<file path="config.mk">
export PLATFORM = sky130hd
export DESIGN_NAME = cgr_top
export DESIGN_NICKNAME = d
export VERILOG_FILES = /design/src/cgr_pkg.sv /design/src/cgr_lock_if.sv /design/src/cgr_lock_ctr.sv /design/src/cgr_top.sv
export SDC_FILE = /design/constraint.sdc
export NUM_CORES = 1
export LEC_CHECK = 0
export ABC_AREA = 1
export BUFFER_PORTS_ARGS = -buffer_cell sky130_fd_sc_hd__buf_4
export CORE_ASPECT_RATIO = 0.6
export CORE_MARGIN = 3
export CORE_UTILIZATION = 45
export CTS_CLUSTER_SIZE = 24
export DETAILED_ROUTE_END_ITERATION = 10
export GPL_ROUTABILITY_DRIVEN = 0
export PLACE_DENSITY = 0.75
export SLEW_MARGIN = 30
export SYNTH_ARGS = -nofsm -noshare
export SYNTH_HDL_FRONTEND = slang
export SYNTH_SLANG_ARGS = --single-unit
</file>
<file path="constraint.sdc">
create_clock -name clk_sys -period 1.7 [get_ports clk_sys]
set_input_delay 0.17 -clock clk_sys [delete_from_list [all_inputs] [get_ports clk_sys]]
set_output_delay 0.17 -clock clk_sys [all_outputs]
set_load 0.02 [all_outputs]
</file>
<file path="src/cgr_pkg.sv">
`default_nettype none

package cgr_pkg;

	// Staged and live system configuration width and its value out of hardware reset.
	localparam int          CFG_W         = 16;
	localparam logic [15:0] CFG_RST       = 16'h0000;

	// Soft reset trigger pattern in the low bits of the soft reset register.
	localparam int          SWR_W         = 16;
	localparam logic [2:0]  SWR_PATTERN   = 3'h7;
	localparam logic [7:0]  SWR_LEN       = 8'h04;

	// Field positions inside the PLL control register.
	localparam int          PLL_W         = 16;
	localparam int          MULT_SELECT_LSB      = 0;
	localparam int          MULT_SELECT_W        = 7;
	localparam int          HALVE_IN_BIT  = 7;
	localparam int          BYP_HALVE_BIT = 8;
	localparam int          PER_RATIO_BIT = 9;
	localparam int          CLKOE_BIT     = 10;
	localparam int          PLL_OFF_BIT   = 11;
	localparam int          PD_ALL_BIT    = 12;
	localparam int          STOP_CORE_BIT = 13;
	localparam int          STOP_ALL_BIT  = 14;
	localparam int          BYP_STAT_BIT  = 15;
	localparam logic [6:0]  MULT_SELECT_RST      = 7'h03;

	// Boot entry point after a soft reset.
	localparam logic [23:0] BOOT_ADDR     = 24'hff0000;

	// Lock counter width and the count at which clocking is trusted.
	localparam int          LOCK_W        = 16;
	localparam logic [15:0] LOCK_DONE     = 16'h0200;

	// Wake latencies in cycles for each low-power mode.
	localparam int          WAKE_W        = 10;
	localparam logic [9:0]  WAKE_IDLE     = 10'h002;
	localparam logic [9:0]  WAKE_PD_CORE  = 10'h002;
	localparam logic [9:0]  WAKE_PD_CP    = 10'h006;
	localparam logic [9:0]  WAKE_PD_ALL   = 10'h1f4;

	// Power sequencing state and the kind of low-power mode chosen at idle.
	typedef enum logic [1:0] {PM_RUN, PM_SLEEP, PM_WAKE} cgr_pm_t;
	typedef enum logic [1:0] {LP_IDLE, LP_PD_CORE, LP_PD_CP, LP_PD_ALL} cgr_lp_t;

endpackage

`default_nettype wire

</file>
<file path="src/cgr_lock_if.sv">
`default_nettype none

interface cgr_lock_if;
	logic                      restart; // Clears the counter.
	logic                      tick;    // One peripheral clock cycle elapsed.
	logic                      forced;  // A reset is active.
	logic [cgr_pkg::LOCK_W-1:0] count;  // Present counter value.
	logic                      locked;  // Lock indication.

	modport ctl (output restart, output tick, output forced, input count, input locked);
	modport ctr (input restart, input tick, input forced, output count, output locked);
endinterface

`default_nettype wire

</file>
<file path="src/cgr_lock_ctr.sv">
`default_nettype none

module cgr_lock_ctr (
	input  wire logic clk_sys, // System clock.
	input  wire logic srst,    // Synchronous reset, active high.
	cgr_lock_if.ctr   lk       // Lock counter link.
);

	logic [cgr_pkg::LOCK_W-1:0] cnt_q;
	logic [cgr_pkg::LOCK_W-1:0] cnt_d;
	logic                       at_done;

	// The counter starts saturated so the clock is trusted from the first cycle after hardware reset.
	assign at_done = (cnt_q == cnt_d) && (cnt_q == cgr_pkg::LOCK_DONE);
	assign cnt_d   = lk.restart ? '0 :
	                 ((lk.tick && (cnt_q != cgr_pkg::LOCK_DONE)) ? cnt_q + 16'h0001 : cnt_q);

	// Counter register.
	always_ff @(posedge clk_sys) begin
		if (srst) begin
			cnt_q <= cgr_pkg::LOCK_DONE;
		end else begin
			cnt_q <= cnt_d;
		end
	end

	assign lk.count  = cnt_q;
	assign lk.locked = lk.forced || (cnt_q == cgr_pkg::LOCK_DONE);

	AST_LOCK_CLEAR: assert property (@(posedge clk_sys) disable iff (srst)
		lk.restart |=> (lk.count == 16'h0000))
		else $error("Lock counter did not clear on restart.");

	AST_LOCK_HOLD: assert property (@(posedge clk_sys) disable iff (srst)
		(lk.count == 16'h0200) && !lk.restart |=> (lk.count == 16'h0200) && lk.locked)
		else $error("Lock counter left its locked count.");

	AST_LOCK_FORCE: assert property (@(posedge clk_sys)
		lk.forced |-> lk.locked)
		else $error("Lock not forced during reset.");

	AST_LOCK_STEP: assert property (@(posedge clk_sys) disable iff (srst)
		lk.tick && !lk.restart && (lk.count < 16'h0200) |=> (lk.count == $past(lk.count) + 16'h0001))
		else $error("Lock counter did not step on a peripheral tick.");

	logic unused_done;
	assign unused_done = at_done;

endmodule

`default_nettype wire

</file>
<file path="src/cgr_top.sv">
// Operation
// - Staged configuration has no effect until soft reset.
// - Soft reset copies staged into live configuration.
// - Writing 7 to bits 2:0 starts soft reset.
// - Soft reset spares PLL and its control register.
// - Boot starts at 0xff0000 after soft reset.
// - Bypass pin sampled at reset; zero selects multiplication.
// - Feedback divide N from bits 4:0, zero means 32.
// - VCO ratio follows input halving and bit 5.
// - Bit 6 halves core clock from VCO.
// - Bypass core clock is input, optionally halved.
// - Peripheral ratio bit halves peripheral clock.
// - Clock output pin gated by its enable bit.
// - Multiplier field powers up as 0x03.
// - Multiplier writes apply at once; software awaits lock.
// - Lock indication forced active during reset.
// - Lock counter clears on PLL events, counts peripheral cycles.
// - Idle selects one of four low-power modes.
// - Plain idle keeps clocks, resumes after two cycles.
// - Power-down core stops core clock only.
// - Bypass status shows sampled pin value.
// - Power-down core wakes after two cycles.
// - Stop-all stops both clocks, wakes in six.
// - Power-down-all stops PLL, wakes after 500.
// - Core and peripheral resets are hardware OR soft.
`default_nettype none

module cgr_top (
	input  wire logic                         clk_sys,          // Input clock, also the logic clock.
	input  wire logic                         srst,             // Hardware reset, active high.
	input  wire logic                         bypass_pin,       // Bypass strap pin, asynchronous.
	input  wire logic                         next_cfg_wr,      // Write strobe for next_config_reg.
	input  wire logic [cgr_pkg::CFG_W-1:0]    next_cfg_wdata,   // Data for next_config_reg.
	input  wire logic                         soft_rst_wr,      // Write strobe for soft_reset_reg.
	input  wire logic [cgr_pkg::SWR_W-1:0]    soft_rst_wdata,   // Data for soft_reset_reg.
	input  wire logic                         pll_ctl_wr,       // Write strobe for pll_control_reg.
	input  wire logic [cgr_pkg::PLL_W-1:0]    pll_ctl_wdata,    // Data for pll_control_reg.
	input  wire logic                         idle_exec,        // Core executes idle, one-cycle pulse.
	input  wire logic                         irq_wake,         // Interrupt request, level.
	output logic      [cgr_pkg::CFG_W-1:0]    next_config_reg,  // Staged configuration.
	output logic      [cgr_pkg::CFG_W-1:0]    live_config_reg,  // Live system configuration.
	output logic      [cgr_pkg::PLL_W-1:0]    pll_control_reg,  // PLL control read value.
	output logic      [cgr_pkg::LOCK_W-1:0]   lock_count,       // Lock counter value.
	output logic                              pll_locked,       // Lock indication.
	output logic                              core_rst,         // Reset to the core.
	output logic                              periph_rst,       // Reset to the peripherals.
	output logic                              boot_start,       // Boot sequence start, pulse.
	output logic      [23:0]                  boot_addr,        // Boot entry address.
	output logic      [5:0]                   core_num,         // Core clock multiplier.
	output logic      [2:0]                   core_den,         // Core clock divisor.
	output logic      [3:0]                   periph_den,       // Peripheral clock divisor, input to peripheral.
	output logic                              core_clk,         // Core clock enable tick.
	output logic                              periph_clk,       // Peripheral clock enable tick.
	output logic                              clk_out_pin,      // Clock output pin level.
	output logic                              pll_running,      // PLL powered and running.
	output logic                              core_halted,      // Core is not executing.
	output logic                              pipe_kept,        // Pipeline contents retained.
	output logic                              core_resume       // Core resumes, one-cycle pulse.
);

	// Bypass pin synchroniser and strap capture.
	logic [2:0] byp_sync_q;
	logic       byp_stable_q;
	logic       byp_sample_q;
	logic       bypass_status;

	// Three stages; only the agreeing pair of the last two moves the filtered level.
	always_ff @(posedge clk_sys) begin
		byp_sync_q <= {byp_sync_q[1:0], bypass_pin};
	end

	// The filtered level settles one cycle after the last two stages agree.
	always_ff @(posedge clk_sys) begin
		if (srst) begin
			byp_stable_q <= 1'b1;
		end else if (byp_sync_q[1] == byp_sync_q[2]) begin
			byp_stable_q <= byp_sync_q[2];
		end
	end

	// The strap is caught after hardware reset is released, never under it.
	logic byp_pend_q;
	always_ff @(posedge clk_sys) begin
		if (srst) begin
			byp_pend_q <= 1'b1;
			byp_sample_q <= 1'b1;
		end else if (byp_pend_q && (byp_sync_q[1] == byp_sync_q[2])) begin
			byp_pend_q <= 1'b0;
			byp_sample_q <= byp_sync_q[2];
		end
	end
	assign bypass_status = byp_sample_q;

	// Soft reset sequencing.
	logic       swr_hit;
	logic       swr_act_q;
	logic [7:0] swr_cnt_q;
	logic       swr_done;
	assign swr_hit  = soft_rst_wr && (soft_rst_wdata[2:0] == cgr_pkg::SWR_PATTERN);
	assign swr_done = swr_act_q && (swr_cnt_q == 8'h00);

	// Holds soft reset for a fixed length; the hardware reset timer is not involved.
	always_ff @(posedge clk_sys) begin
		if (srst) begin
			swr_act_q <= 1'b0;
			swr_cnt_q <= 8'h00;
		end else if (swr_hit && !swr_act_q) begin
			swr_act_q <= 1'b1;
			swr_cnt_q <= cgr_pkg::SWR_LEN - 8'h01;
		end else if (swr_done) begin
			swr_act_q <= 1'b0;
		end else if (swr_act_q) begin
			swr_cnt_q <= swr_cnt_q - 8'h01;
		end
	end

	assign core_rst   = srst || swr_act_q;
	assign periph_rst = srst || swr_act_q;

	// Boot request follows the end of a soft reset.
	always_ff @(posedge clk_sys) begin
		if (srst) begin
			boot_start <= 1'b0;
		end else begin
			boot_start <= swr_done;
		end
	end
	assign boot_addr = cgr_pkg::BOOT_ADDR;

	// Configuration registers: staged value only reaches the live copy on soft reset.
	always_ff @(posedge clk_sys) begin
		if (srst) begin
			next_config_reg <= cgr_pkg::CFG_RST;
			live_config_reg <= cgr_pkg::CFG_RST;
		end else begin
			if (next_cfg_wr) begin
				next_config_reg <= next_cfg_wdata;
			end
			if (swr_hit && !swr_act_q) begin
				live_config_reg <= next_config_reg;
			end
		end
	end

	// PLL control register; only hardware reset touches it.
	logic [6:0] mult_select;
	logic       input_halve, bypass_halve, periph_ratio, clk_out_enable;
	logic       pll_off, power_down_all, stop_core_clk, stop_all_clks;
	logic       mult_select_change;
	assign mult_select_change = pll_ctl_wr && (pll_ctl_wdata[6:0] != mult_select);

	always_ff @(posedge clk_sys) begin
		if (srst) begin
			mult_select    <= cgr_pkg::MULT_SELECT_RST;
			input_halve    <= 1'b0;
			bypass_halve   <= 1'b0;
			periph_ratio   <= 1'b0;
			clk_out_enable <= 1'b0;
			pll_off        <= 1'b0;
			power_down_all <= 1'b0;
			stop_core_clk  <= 1'b0;
			stop_all_clks  <= 1'b0;
		end else if (pll_ctl_wr) begin
			mult_select    <= pll_ctl_wdata[cgr_pkg::MULT_SELECT_LSB +: cgr_pkg::MULT_SELECT_W];
			input_halve    <= pll_ctl_wdata[cgr_pkg::HALVE_IN_BIT];
			bypass_halve   <= pll_ctl_wdata[cgr_pkg::BYP_HALVE_BIT];
			periph_ratio   <= pll_ctl_wdata[cgr_pkg::PER_RATIO_BIT];
			clk_out_enable <= pll_ctl_wdata[cgr_pkg::CLKOE_BIT];
			pll_off        <= pll_ctl_wdata[cgr_pkg::PLL_OFF_BIT];
			power_down_all <= pll_ctl_wdata[cgr_pkg::PD_ALL_BIT];
			stop_core_clk  <= pll_ctl_wdata[cgr_pkg::STOP_CORE_BIT];
			stop_all_clks  <= pll_ctl_wdata[cgr_pkg::STOP_ALL_BIT];
		end
	end

	assign pll_control_reg = {bypass_status, stop_all_clks, stop_core_clk, power_down_all, pll_off,
	                          clk_out_enable, periph_ratio, bypass_halve, input_halve, mult_select};

	// Feedback divide N, where a zero field stands for the largest ratio.
	function automatic logic [5:0] fb_n(input logic [4:0] f);
		fb_n = (f == 5'h00) ? 6'h20 : {1'b0, f};
	endfunction

	// Ratio of core clock to input clock as multiplier over divisor.
	logic [5:0] num_w;
	logic [2:0] den_w;
	logic [3:0] pden_w;
	logic [1:0] vco_den;
	assign vco_den = (input_halve && !mult_select[5]) ? 2'h2 : 2'h1;
	assign num_w   = bypass_status ? 6'h01 : fb_n(mult_select[4:0]);
	assign den_w   = bypass_status ? (bypass_halve ? 3'h2 : 3'h1) :
	                 (mult_select[6] ? {vco_den, 1'b0} : {1'b0, vco_den});
	assign pden_w  = periph_ratio ? {den_w, 1'b0} : {1'b0, den_w};

	always_ff @(posedge clk_sys) begin
		if (srst) begin
			core_num   <= 6'h01;
			core_den   <= 3'h1;
			periph_den <= 4'h1;
		end else begin
			core_num   <= num_w;
			core_den   <= den_w;
			periph_den <= pden_w;
		end
	end

	// Power sequencing: choose a mode at idle and count the wake latency.
	cgr_pkg::cgr_pm_t pm_q;
	cgr_pkg::cgr_lp_t lp_q;
	cgr_pkg::cgr_lp_t lp_sel;
	logic [cgr_pkg::WAKE_W-1:0] wake_q;
	logic [cgr_pkg::WAKE_W-1:0] wake_len;
	assign lp_sel = power_down_all ? cgr_pkg::LP_PD_ALL :
	                stop_all_clks  ? cgr_pkg::LP_PD_CP  :
	                stop_core_clk  ? cgr_pkg::LP_PD_CORE : cgr_pkg::LP_IDLE;
	assign wake_len = (lp_q == cgr_pkg::LP_PD_ALL) ? cgr_pkg::WAKE_PD_ALL :
	                  (lp_q == cgr_pkg::LP_PD_CP)  ? cgr_pkg::WAKE_PD_CP  :
	                  (lp_q == cgr_pkg::LP_PD_CORE) ? cgr_pkg::WAKE_PD_CORE : cgr_pkg::WAKE_IDLE;

	always_ff @(posedge clk_sys) begin
		if (core_rst) begin
			pm_q   <= cgr_pkg::PM_RUN;
			lp_q   <= cgr_pkg::LP_IDLE;
			wake_q <= '0;
		end else begin
			case (pm_q)
				cgr_pkg::PM_RUN: begin
					if (idle_exec) begin
						pm_q <= cgr_pkg::PM_SLEEP;
						lp_q <= lp_sel;
					end
				end
				cgr_pkg::PM_SLEEP: begin
					if (irq_wake) begin
						pm_q   <= cgr_pkg::PM_WAKE;
						wake_q <= wake_len - 10'h001;
					end
				end
				cgr_pkg::PM_WAKE: begin
					if (wake_q == '0) begin
						pm_q <= cgr_pkg::PM_RUN;
					end else begin
						wake_q <= wake_q - 10'h001;
					end
				end
				default: begin
					pm_q <= cgr_pkg::PM_RUN;
				end
			endcase
		end
	end

	logic asleep;
	logic core_run, periph_run;
	assign asleep      = (pm_q != cgr_pkg::PM_RUN);
	assign core_resume = (pm_q == cgr_pkg::PM_WAKE) && (wake_q == '0);
	assign core_halted = asleep;
	assign core_run    = !asleep || (lp_q == cgr_pkg::LP_IDLE);
	assign periph_run  = !asleep || (lp_q == cgr_pkg::LP_IDLE) || (lp_q == cgr_pkg::LP_PD_CORE);
	assign pipe_kept   = (lp_q == cgr_pkg::LP_IDLE) || (lp_q == cgr_pkg::LP_PD_CORE);
	// The PLL restarts at the beginning of the power-down-all wake so it can settle.
	assign pll_running = !pll_off && !((pm_q == cgr_pkg::PM_SLEEP) && (lp_q == cgr_pkg::LP_PD_ALL));

	// Clock ticks. In multiplication mode the PLL output cannot be shown, so a tick each cycle stands in.
	logic [1:0] div_q;
	logic       core_base, per_base;
	assign core_base = !bypass_status || (!core_den[1] || div_q[0] == 1'b0);
	assign per_base  = !bypass_status || ((div_q & {pden_w[2], pden_w[2] | pden_w[1]}) == 2'h0);

	always_ff @(posedge clk_sys) begin
		if (srst) begin
			div_q <= 2'h0;
		end else begin
			div_q <= div_q + 2'h1;
		end
	end

	assign core_clk   = core_base && core_run && pll_running;
	assign periph_clk = per_base && periph_run && pll_running;

	// Output pin toggles on peripheral ticks; internal clocks ignore the enable.
	always_ff @(posedge clk_sys) begin
		if (srst || !clk_out_enable) begin
			clk_out_pin <= 1'b0;
		end else if (periph_clk) begin
			clk_out_pin <= !clk_out_pin;
		end
	end

	// Lock counter restarts when the PLL turns on, on deep wake, or on a new multiplier.
	cgr_lock_if lk ();
	logic pll_off_q;
	always_ff @(posedge clk_sys) begin
		if (srst) begin
			pll_off_q <= 1'b0;
		end else begin
			pll_off_q <= pll_off;
		end
	end
	assign lk.restart = (pll_off_q && !pll_off) || mult_select_change ||
	                    (irq_wake && (pm_q == cgr_pkg::PM_SLEEP) && (lp_q == cgr_pkg::LP_PD_ALL));
	assign lk.tick    = per_base && pll_running;
	assign lk.forced  = core_rst;

	cgr_lock_ctr u_lock (
		.clk_sys (clk_sys),
		.srst    (srst),
		.lk      (lk)
	);
	assign lock_count = lk.count;
	assign pll_locked = lk.locked;

	AST_SWR_LIVE: assert property (@(posedge clk_sys) disable iff (srst)
		swr_hit && !swr_act_q |=> (live_config_reg == $past(next_config_reg)) && core_rst)
		else $error("Live configuration not loaded on soft reset.");

	AST_CFG_HOLD: assert property (@(posedge clk_sys) disable iff (srst)
		!(swr_hit && !swr_act_q) |=> $stable(live_config_reg))
		else $error("Live configuration changed without soft reset.");

	AST_SWR_PLL: assert property (@(posedge clk_sys) disable iff (srst)
		swr_act_q && !pll_ctl_wr |=> $stable(pll_control_reg[14:0]))
		else $error("PLL control changed by soft reset.");

	AST_BOOT: assert property (@(posedge clk_sys) disable iff (srst)
		swr_hit && !swr_act_q |-> ##5 boot_start && (boot_addr == 24'hff0000))
		else $error("Boot did not follow soft reset.");

	AST_WAKE_IDLE: assert property (@(posedge clk_sys) disable iff (core_rst)
		(pm_q == cgr_pkg::PM_SLEEP) && (lp_q == cgr_pkg::LP_IDLE) && irq_wake |-> !core_resume ##2 core_resume)
		else $error("Idle wake latency wrong.");

	AST_WAKE_CP: assert property (@(posedge clk_sys) disable iff (core_rst)
		(pm_q == cgr_pkg::PM_SLEEP) && (lp_q == cgr_pkg::LP_PD_CP) && irq_wake |-> !core_resume[*6] ##1 core_resume)
		else $error("Stop-all wake latency wrong.");

	AST_WAKE_ALL: assert property (@(posedge clk_sys) disable iff (core_rst)
		(pm_q == cgr_pkg::PM_SLEEP) && (lp_q == cgr_pkg::LP_PD_ALL) && irq_wake |-> ##[500:500] core_resume)
		else $error("Power-down-all wake latency wrong.");

	AST_PD_CORE: assert property (@(posedge clk_sys) disable iff (core_rst)
		(pm_q == cgr_pkg::PM_SLEEP) && (lp_q == cgr_pkg::LP_PD_CORE) |-> !core_clk && pll_running == !pll_off)
		else $error("Power-down-core clocks wrong.");

	AST_RATIO: assert property (@(posedge clk_sys) disable iff (srst)
		!bypass_status && (mult_select == 7'h40) && !input_halve |=> (core_num == 6'h20) && (core_den == 3'h2))
		else $error("Multiplier decode wrong.");

endmodule

`default_nettype wire

</file>
==> impl_metrics.env, run 1 <==
export IMPL_num_antenna_cells=0
export IMPL_worstSetupEndpointType="output pin"
export IMPL_cts_max_path_buffers=2
export IMPL_avgSynthCellArea_um2=7.19
export IMPL_clk_pin_slew_ns=0.08
export IMPL_clockPowerShare=0.335
export IMPL_grt_max_degree=51
export IMPL_cp_arrival_ns=1.67
export IMPL_netlist_area_um2=5060
export IMPL_syn_inst=704
export IMPL_clock_fmax_mhz=543
export IMPL_timing_final_ws_setup_ns=-0.141
export IMPL_ir_worst_vdd_uv=580
export IMPL_power_switching_mw=1.87
export IMPL_rsz0062_at_grt="yes"
export IMPL_min_from="next_cfg_wdata[14]"
export IMPL_drt_wl_total_mm=13.9
export IMPL_layout_drive_gt1_share=0.329
export IMPL_slew_viol_final=0
export IMPL_yosys_register_bits=109
export IMPL_clkSinkCount=109
export IMPL_gr_total_overflow=0
export IMPL_cts_tree="built"
export IMPL_yosys_area_top_type_share=0.431
export IMPL_fin_worst_skew_ns=0.0104
export IMPL_synth_warnings=0
export IMPL_r2r_slack_ns=-0.04
export IMPL_ys_seq_area_frac=0.431
export IMPL_grt_total_usage=0.214
export IMPL_dp_cells=971
export IMPL_viasPerCell=5.00
export IMPL_r2r_end="u_lock.lk.count[0]"
export IMPL_timing_critical_path_fanout_max=3
export IMPL_leakagePower_nw=3.23
export IMPL_root_buffer="clkbuf_16"
export IMPL_timing_final_crit_share=1.08
export IMPL_worstPathRequired_ns=1.53
export IMPL_period_needed_ns=1.84
export IMPL_setup_worst_path_start_class="flop"
export IMPL_dp_slack_ns=-0.0663
export IMPL_initial_utilization=0.470
export IMPL_nets=920
export IMPL_fp_dieH_um=88.2
export IMPL_p_int_mw=4.22
export IMPL_p_seq_frac=0.457
export IMPL_htree_levels=3
export IMPL_synth_most_common_cell="nor2_1"
export IMPL_synth_area_leaders="dfxtp_1 (43%), nor2_1 (9.6%), nand2_1 (7.9%)"
export IMPL_placed_area_um2=6190
export IMPL_slew_headroom=0.642
export IMPL_synth_async_reset_ratio=0
export IMPL_crit_type="reg2out"
export IMPL_critPathLaunch="mult_select[5]"
export IMPL_io_buffers=129
export IMPL_synthToLayoutAreaGrowth_pct=37.1
export IMPL_synth_ff_type="dfxtp_1"
export IMPL_timing_rr_start="mult_select[5]"
export IMPL_coreArea_um2=10800
export IMPL_worstHoldPathCells=3
export IMPL_synth_top_cell_by_area="dfxtp_1"
export IMPL_p_sw_frac=0.307
export IMPL_hold_viol=0
export IMPL_synth_cell_type_count=37
export IMPL_grt_pass1_vias=4546
export IMPL_antenna_found_initial=0
export IMPL_dr_pass1_iters=5
export IMPL_die_area_um2=12600
export IMPL_synth_commonest_cells="nor2_1 (130), dfxtp_1 (109), nand2_1 (107)"
export IMPL_outcome="complete, but fails checks"
export IMPL_antenna_left=0
export IMPL_pwr_density_cell_nw_per_um2=878
export IMPL_drv_cap=0
export IMPL_grt_pass1_wl_mm=21.9
export IMPL_layout_cells_non_filler=1002
export IMPL_design_area_um2=6940
export IMPL_setup_viol_count_final=11
export IMPL_violations="negative setup slack"
export IMPL_clock_latency_ns=0.35
export IMPL_hold_class="in2reg"
export IMPL_vias=5008
export IMPL_num_rows=29
export IMPL_die_x_um=143
export IMPL_first_iter_violations=336
export IMPL_worstMarginPinSlew_ns=0.536
export IMPL_hpwl_mm=10.2
export IMPL_r2r_cells=12
export IMPL_post_drt_wl_per_cell_um=13.9
export IMPL_ios=168
export IMPL_synth_edf_count=0
export IMPL_power_frac_comb=0.207
export IMPL_timing_hold_ws_ns=0.0426
export IMPL_drc=0
export IMPL_cts_made_buffers=9
export IMPL_crit_path_end="periph_clk"
[layout make-up]
class | instances | area, um2
Timing Repair Buffer | 174 | 1360
Fill cell | 932 | 3840
Inverter | 82 | 315
Tap cell | 139 | 174
Timing Repair inverter | 1 | 11.3
Clock buffer | 9 | 225
Clock inverter | 7 | 68.8
Multi-Input combinational cell | 481 | 2590
Sequential cell | 109 | 2190
[cells in the final DEF (no fill, tap or decap), drive strengths merged]
master / netlist / routed
buf: 40 / 173
ha: 6 / 6
clkinvlp: 0 / 2
nor3: 14 / 14
xnor2: 3 / 3
nand3: 34 / 34
clkbuf: 14 / 9
inv: 80 / 85
o211ai: 1 / 1
o21ai: 79 / 79
nor2: 132 / 132
o21a: 2 / 2
nand4: 9 / 9
and3: 2 / 2
a31oi: 3 / 3
a211oi: 1 / 1
a21oi: 45 / 45
dlygate4sd3: 0 / 1
or2: 2 / 2
clkinv: 2 / 3
xor2: 12 / 12
dfxtp: 109 / 109
conb: 2 / 24
nand2: 109 / 109
and2: 2 / 2
nor4: 1 / 1
[power by group through the flow]
stage                     Combinational, mW  Clock, mW  Sequential [mW]
after floorplan                       0.615          0             2.90
after global placement                 1.05          0             2.83
after detailed placement               1.08          0             2.84
after CTS                              1.14       2.09             2.78
after global routing                   1.38       2.18             2.80
final                                  1.26       2.04             2.79
[what timing repair did]
item                                   CTS  global route
pin swaps                                6            17
setup endpoints to repair               18            32
hold buffers                             1             0
endpoints found under the hold margin    1             0
resized for setup                       30            70
setup buffers                            6             8
cloned                                   0             1
[logic make-up (layout without fill, tap and decap cells)]
logic type	count (synthesis)	count (layout)	share of synthesized area
AOI/OAI and AO/OA	131	131	0.142
xor gates and xnor gates	15	15	0.0259
adders and majority gates	6	6	0.0148
buffers and inverters	136	273	0.131
DFF	109	109	0.431
other	2	24	0.00148
and+or+nand+nor	305	305	0.254
[how the worst min path moves through the flow]
stage                               end
floorplan                 byp_sync_q[0]
global placement          byp_sync_q[0]
detailed placement        byp_sync_q[0]
CTS                 next_config_reg[14]
global route         next_config_reg[8]
finish              next_config_reg[14]
[layer usage]
layer  share of wire  up-vias  GRT usage  wire length (um)
met2            0.45      193      0.348              6270
met1            0.46     2294      0.292              6340
met4           0.010        0     0.0500               146
met3           0.083       16     0.0518              1150
li1                -     2505          -                 -
met5               0        -          0                 0
[through the flow]
stage | power [mW] | utilization | TNS, ns
6_report | 6.09 | 0.644 | -0.323
3_5_place_dp | 3.91 | 0.575 | -0.541
5_1_grt | 6.36 | 0.644 | -1.97
3_3_place_gp | 3.88 | 0.575 | -0.0529
2_1_floorplan | 3.52 | - | 0
4_1_cts | 6.01 | 0.617 | -0.163
[worst max-delay path, stage by stage (launching register included)]
cell	delay (ns)
dfxtp_2	0.33
inv_2	0.07
nand2_4	0.06
ha_4	0.27
nand2_4	0.07
nand3_4	0.07
nand3_4	0.07
nand3_2	0.08
inv_2	0.04
o21ai_2	0.07
inv_2	0.06
buf_6	0.13
(Power assumes the default switching activity.)
==> run 2: changes to the inputs <==
--- a/config.mk
+++ b/config.mk
@@ -13,7 +13,7 @@
 export CTS_CLUSTER_SIZE = 24
 export DETAILED_ROUTE_END_ITERATION = 10
 export GPL_ROUTABILITY_DRIVEN = 0
-export PLACE_DENSITY = 0.75
+export PLACE_DENSITY = 0.72
 export SLEW_MARGIN = 30
 export SYNTH_ARGS = -nofsm -noshare
 export SYNTH_HDL_FRONTEND = slang
==> constraint.sdc (replaced) <==
create_clock -name clk_sys -period 2.2 [get_ports clk_sys]
set_input_delay 0.22 -clock clk_sys [delete_from_list [all_inputs] [get_ports clk_sys]]
set_output_delay 0.22 -clock clk_sys [all_outputs]
set_load 0.02 [all_outputs]
==> run 2 against run 1 <==
The run now ends clean. Routed wire length shrank 6.7%. Count of clock-buffer cells in the layout is the same. Register-to-register slack gained 0.36 ns. Die area is the same. Flip-flop and latch count is the same. Non-clock buffer count shrank 36. Global-route usage shrank 0.65 points. Sequential share of layout area grew 2.7 points. Power shrank 25%. Via count shrank 5.7%.
==> impl_metrics.env, run 2 (synthesis gave the netlist of run 1 again) <==
export IMPL_root_buffer="clkbuf_16"
export IMPL_power_frac_comb=0.175
export IMPL_p_int_mw=3.26
export IMPL_timing_final_ws_setup_ns=0.162
export IMPL_die_x_um=143
export IMPL_r2r_cells=10
export IMPL_post_drt_wl_per_cell_um=13.5
export IMPL_worstPathRequired_ns=1.98
export IMPL_dr_pass1_iters=8
export IMPL_ios=168
export IMPL_timing_final_crit_share=0.926
export IMPL_htree_levels=3
export IMPL_drt_wl_total_mm=13.0
export IMPL_timing_rr_start="mult_select[5]"
export IMPL_ir_worst_vdd_uv=488
export IMPL_multiInputGateArea_um2=2350
export IMPL_final_common_cell="buf_4"
export IMPL_critPathLaunch="mult_select[5]"
export IMPL_clock_latency_ns=0.34
export IMPL_final_seq_area_um2=2180
export IMPL_synthToLayoutAreaGrowth_pct=25.6
export IMPL_first_iter_violations=364
export IMPL_min_from="next_cfg_wdata[8]"
export IMPL_nets=883
export IMPL_p_sw_frac=0.289
export IMPL_layout_drive_gt1_share=0.232
export IMPL_timing_critical_path_fanout_max=4
export IMPL_clkSinkCount=109
export IMPL_die_area_um2=12600
export IMPL_period_needed_ns=2.04
export IMPL_fin_util=0.590
export IMPL_slew_headroom=0.648
export IMPL_worstMarginPinSlew_ns=0.522
export IMPL_pwr_density_cell_nw_per_um2=720
export IMPL_antenna_found_initial=0
export IMPL_cts_tree="built"
export IMPL_cts_made_buffers=9
export IMPL_worstSetupEndpointType="output pin"
export IMPL_clk_pin_slew_ns=0.07
export IMPL_setup_tns_ns=0
export IMPL_grt_pass1_wl_mm=21.1
export IMPL_worstHoldPathCells=3
export IMPL_dp_slack_ns=0.253
export IMPL_p_seq_frac=0.470
export IMPL_grt_max_degree=46
export IMPL_crit_type="reg2out"
export IMPL_num_fill_cells=991
export IMPL_leakagePower_nw=2.93
export IMPL_viasPerCell=4.89
export IMPL_hold_class="in2reg"
export IMPL_antenna_left=0
export IMPL_drc=0
export IMPL_grt_pass1_vias=4275
export IMPL_initial_utilization=0.470
export IMPL_clock_fmax_mhz=491
export IMPL_num_antenna_cells=0
export IMPL_cts_max_path_buffers=2
export IMPL_gr_total_overflow=0
export IMPL_num_rows=29
export IMPL_drv_cap=0
export IMPL_grt_total_usage=0.208
export IMPL_coreArea_um2=10800
export IMPL_slew_viol_final=0
export IMPL_clockPowerShare=0.355
export IMPL_rsz0062_at_grt="no"
export IMPL_cp_arrival_ns=1.82
export IMPL_layout_cells_most_common_list="buf_4 (136), nor2_1 (130), nand2_1 (107), dfxtp_1 (107)"
export IMPL_outcome="completed"
export IMPL_setup_worst_path_start_class="flop"
export IMPL_fp_dieH_um=88.2
export IMPL_hpwl_mm=10.0
export IMPL_hold_viol=0
export IMPL_fin_worst_skew_ns=0.00662
export IMPL_setup_viol_count_final=0
export IMPL_power_switching_mw=1.32
export IMPL_vias=4723
export IMPL_io_buffers=129
==> run 2: cell types whose count changed in the layout (fill, tap and decap cells not counted), sizes merged <==
cell,previous run,this run
inv,85,81
bufinv,0,1
buf,173,137
clkinv,3,6
clkinvlp,2,1
==> run 2: worst paths after layout <==
kind	to	slack [ns]
setup / recovery	periph_clk	0.16
setup reg to reg	u_lock.lk.count[15]	0.32
hold reg to reg	byp_sync_q[1]	0.33
hold / removal	next_config_reg[8]	0.1
==> run 2: what timing repair did <==
| action | in CTS | in global routing |
|---|---|---|
| setup endpoints to repair | 1 | 1 |
| hold buffers | 1 | 0 |
| pin swaps | 0 | 3 |
| setup buffers | 0 | 1 |
| resized for setup | 2 | 15 |
| endpoints found under the hold margin | 1 | 0 |
==> run 2: final cells by class <==
cell class | count | area share
multi-input combinational | 481 | 0.370
inverter | 82 | 0.0486
clock buffer | 9 | 0.0354
tap | 139 | 0.0273
sequential | 109 | 0.343
clock inverter | 7 | 0.0116
timing repair buffer | 138 | 0.164
==> run 2: metal layers <==
layer  vias up  global-route usage  routed length (um)
met1      2112               0.307                6440
met4         0              0.0431                  87
li1       2423                   -                   -
met5         -                   0                   0
met2       180               0.308                5380
met3         8              0.0518                1080
==> run 2: worst max-delay path: stages, from the launching register on <==
cell and delay (ns):
dfxtp_2 0.34, inv_2 0.06, nand2_1 0.07, ha_1 0.28, nand2_2 0.13, nand3_4 0.09
nand3_4 0.09, nand3_2 0.08, inv_2 0.08, o21ai_2 0.07, inv_2 0.07, buf_6 0.11
==> run 2: through the flow <==
stage	total power [mW]	cell area (um2)	hold WS [ns]	cells
6_report	4.58	6360	0.0989	965
5_1_grt	4.82	6360	0.0924	965
4_1_cts	4.60	6290	0.0825	964
3_5_place_dp	2.97	5990	0.315	947
3_3_place_gp	2.95	5990	0.314	947
2_1_floorplan	2.72	5150	0.248	726
==> run 2: power by group through the flow <==
stage                     Clock [mW]  Sequential [mW]  Combinational, mW
after floorplan                    0             2.24              0.475
after global placement             0             2.19              0.761
after detailed placement           0             2.19              0.776
after CTS                       1.67             2.15              0.781
after global routing            1.76             2.17              0.888
final                           1.62             2.15              0.802
==> run 3: changes to the inputs <==
--- a/config.mk
+++ b/config.mk
@@ -17,4 +17,5 @@
 export SLEW_MARGIN = 30
 export SYNTH_ARGS = -nofsm -noshare
 export SYNTH_HDL_FRONTEND = slang
+export SYNTH_HIERARCHICAL = 1
 export SYNTH_SLANG_ARGS = --single-unit
==> run 3 against run 2 <==
Power rose by 1.8%. Die area rose by 5.5%. Register-to-register slack got worse by 0.04 ns. Clock power rose by 4%. First-iteration DRC count fell by 12%. Synthesized cell count rose by 3.3%. Via count rose by 0.47%. Sequential share of layout area fell by 1.3 points. Worst setup slack got worse by 0.025 ns. Critical endpoint unchanged.
==> impl_metrics.env, run 3 <==
export IMPL_outcome="completed"
export IMPL_clock_latency_ns=0.34
export IMPL_setup_worst_path_start_class="flop"
export IMPL_clockPowerShare=0.361
export IMPL_cp_slowest_cell="dfxtp_1"
export IMPL_yosys_register_bits=109
export IMPL_p_sw_frac=0.291
export IMPL_dr_pass1_iters=5
export IMPL_synth_most_common_cell="nor2_1"
export IMPL_clk_pin_slew_ns=0.07
export IMPL_grt_pass1_vias=4261
export IMPL_pwr_density_cell_nw_per_um2=705
export IMPL_yosys_area_top_type_share=0.407
export IMPL_fp_dieH_um=90.5
export IMPL_final_common_cell="buf_4"
export IMPL_clock_fmax_mhz=485
export IMPL_vias=4745
export IMPL_first_iter_violations=321
export IMPL_p_int_mw=3.30
export IMPL_die_x_um=147
export IMPL_synth_area_leaders="dfxtp_1 (41%), nor2_1 (9.5%), nand2_1 (8.3%)"
export IMPL_cts_max_path_buffers=2
export IMPL_htree_levels=3
export IMPL_clkSinkCount=109
export IMPL_num_rows=30
export IMPL_power_switching_mw=1.36
export IMPL_post_drt_wl_per_cell_um=13.3
export IMPL_crit_chain="inv_1 > nor2_2 > inv_1 > ha_1 > nand2_2 > nand2_1 > nand3_2 > nand4_2 > inv_2 > buf_4"
export IMPL_fin_util=0.578
export IMPL_rsz0062_at_grt="no"
export IMPL_hold_class="in2reg"
export IMPL_slew_headroom=0.523
export IMPL_drt_wl_total_mm=13.4
export IMPL_cpPeakStageDelay_ns=0.34
export IMPL_worstSetupEndpointType="output pin"
export IMPL_ys_seq_area_frac=0.407
export IMPL_io_buffers=129
export IMPL_root_buffer="clkbuf_16"
export IMPL_synth_top_cell_by_area="dfxtp_1"
export IMPL_slew_viol_final=0
export IMPL_setup_viol_count_final=0
export IMPL_antenna_found_initial=0
export IMPL_ios=168
export IMPL_ir_worst_vdd_uv=421
export IMPL_cp_arrival_ns=1.84
export IMPL_timing_final_crit_share=0.937
export IMPL_layout_cells_most_common_list="buf_4 (136), nor2_1 (135), nand2_1 (118)"
export IMPL_grt_pass1_wl_mm=22.0
export IMPL_drv_cap=0
export IMPL_syn_inst=727
export IMPL_dp_cells=990
export IMPL_synthToLayoutAreaGrowth_pct=23.4
export IMPL_gr_total_overflow=0
export IMPL_synth_edf_count=0
export IMPL_grt_max_degree=33
export IMPL_power_frac_comb=0.176
export IMPL_num_fill_cells=1117
export IMPL_synth_commonest_cells="nor2_1 (136), nand2_1 (119), dfxtp_1 (109)"
export IMPL_synth_warnings=6
export IMPL_coreArea_um2=11400
export IMPL_avgSynthCellArea_um2=7.37
export IMPL_fin_worst_skew_ns=0.00721
export IMPL_grt_total_usage=0.201
export IMPL_viasPerCell=4.72
export IMPL_hpwl_mm=10.1
export IMPL_hold_viol=0
export IMPL_synth_async_reset_ratio=0
export IMPL_antenna_left=0
export IMPL_nets=904
export IMPL_num_antenna_cells=0
export IMPL_worstPathRequired_ns=1.98
export IMPL_netlist_area_um2=5360
export IMPL_worstMarginPinSlew_ns=0.714
export IMPL_cts_tree="built"
export IMPL_crit_type="reg2out"
export IMPL_layout_drive_gt1_share=0.247
export IMPL_setup_tns_ns=0
export IMPL_drc=0
export IMPL_initial_utilization=0.468
export IMPL_cpMostUsedCell="inv_1"
export IMPL_die_area_um2=13300
export IMPL_layout_cells_non_filler=1006
export IMPL_cts_made_buffers=9
export IMPL_leakagePower_nw=3.00
export IMPL_period_needed_ns=2.06
export IMPL_timing_critical_path_fanout_max=3
export IMPL_synth_cell_type_count=40
export IMPL_p_seq_frac=0.463
export IMPL_synth_ff_type="dfxtp_1"
[run 3: changes by cell type in the layout (fill, tap and decap cells not counted), moves of 9 or more]
cell | before | now
inv_1 | 72 | 60
nor2_2 | 2 | 11
nand3_1 | 28 | 37
nand2_1 | 107 | 118
o21ai_0 | 72 | 57
nor3_1 | 14 | 4
[run 3: path summary, 6_finish.rpt]
path              slack, ns  cells past startpoint             endpoint          startpoint
hold / removal          0.1                      3  next_config_reg[11]  next_cfg_wdata[11]
setup reg to reg       0.28                     13  u_lock/lk.count[12]         input_halve
hold reg to reg        0.33                      0        byp_sync_q[1]       byp_sync_q[0]
setup / recovery       0.14                     10           periph_clk         input_halve
[run 3: critical path, delay by kind of cell (launching register included)]
| kind | cells | cell delay, ns |
|---|---|---|
| adders and majority gates | 1 | 0.28 |
| and+or+nand+nor | 5 | 0.54 |
| buffers and inverters | 4 | 0.34 |
| DFF | 1 | 0.34 |
[run 3: repair_timing]
item	4_1_cts	5_1_grt
setup buffers	0	0
hold buffers	1	0
hold endpoints to repair	1	0
gates resized for setup	0	7
setup endpoints to repair	0	14
[run 3: power groups by stage]
stage / logic (mW) / registers, mW / clock network, mW
CTS: 0.817 / 2.16 / 1.72
global placement: 0.805 / 2.20 / 0
finish: 0.820 / 2.16 / 1.68
floorplan: 0.523 / 2.25 / 0
global route: 0.902 / 2.17 / 1.81
detailed placement: 0.812 / 2.20 / 0
[run 3: cell families after synthesis]
group                      Yosys count  synth area share
adders and majority gates            6            0.0140
other                                2           0.00140
DFF                                109             0.407
xor gates and xnor gates            20            0.0327
buffers and inverters              126             0.125
AOI/OAI and AO/OA                  116             0.116
and+or+nand+nor                    348             0.304
[run 3: through the flow]
step | instance area, um2 | total power [mW] | setup slack [ns] | hold WS [ns]
floorplan | 5440 | 2.77 | 0.324 | 0.248
global placement | 6270 | 3.00 | 0.203 | 0.315
detailed placement | 6270 | 3.01 | 0.176 | 0.316
CTS | 6590 | 4.70 | 0.0421 | 0.0905
global route | 6610 | 4.89 | 0.0128 | 0.0936
finish | 6610 | 4.66 | 0.138 | 0.0990
[run 3: layout make-up]
class / count / area [um2] / area share
repair buffers: 137 / 1030 / 0.156
flip-flops and latches: 109 / 2180 / 0.330
well taps: 160 / 200 / 0.0303
clock inverters: 5 / 72.6 / 0.0110
inverters: 71 / 279 / 0.0422
multi-input cells: 514 / 2610 / 0.395
clock buffers: 10 / 239 / 0.0361
[run 3: routing by layer]
layer  GRT usage  vias to the layer above  wire length [um]
met1       0.303                     2100              6870
met4      0.0407                        0               112
li1            -                     2506                 -
met2       0.282                      128              5500
met3      0.0572                       11               905
met5           0                        -                 0
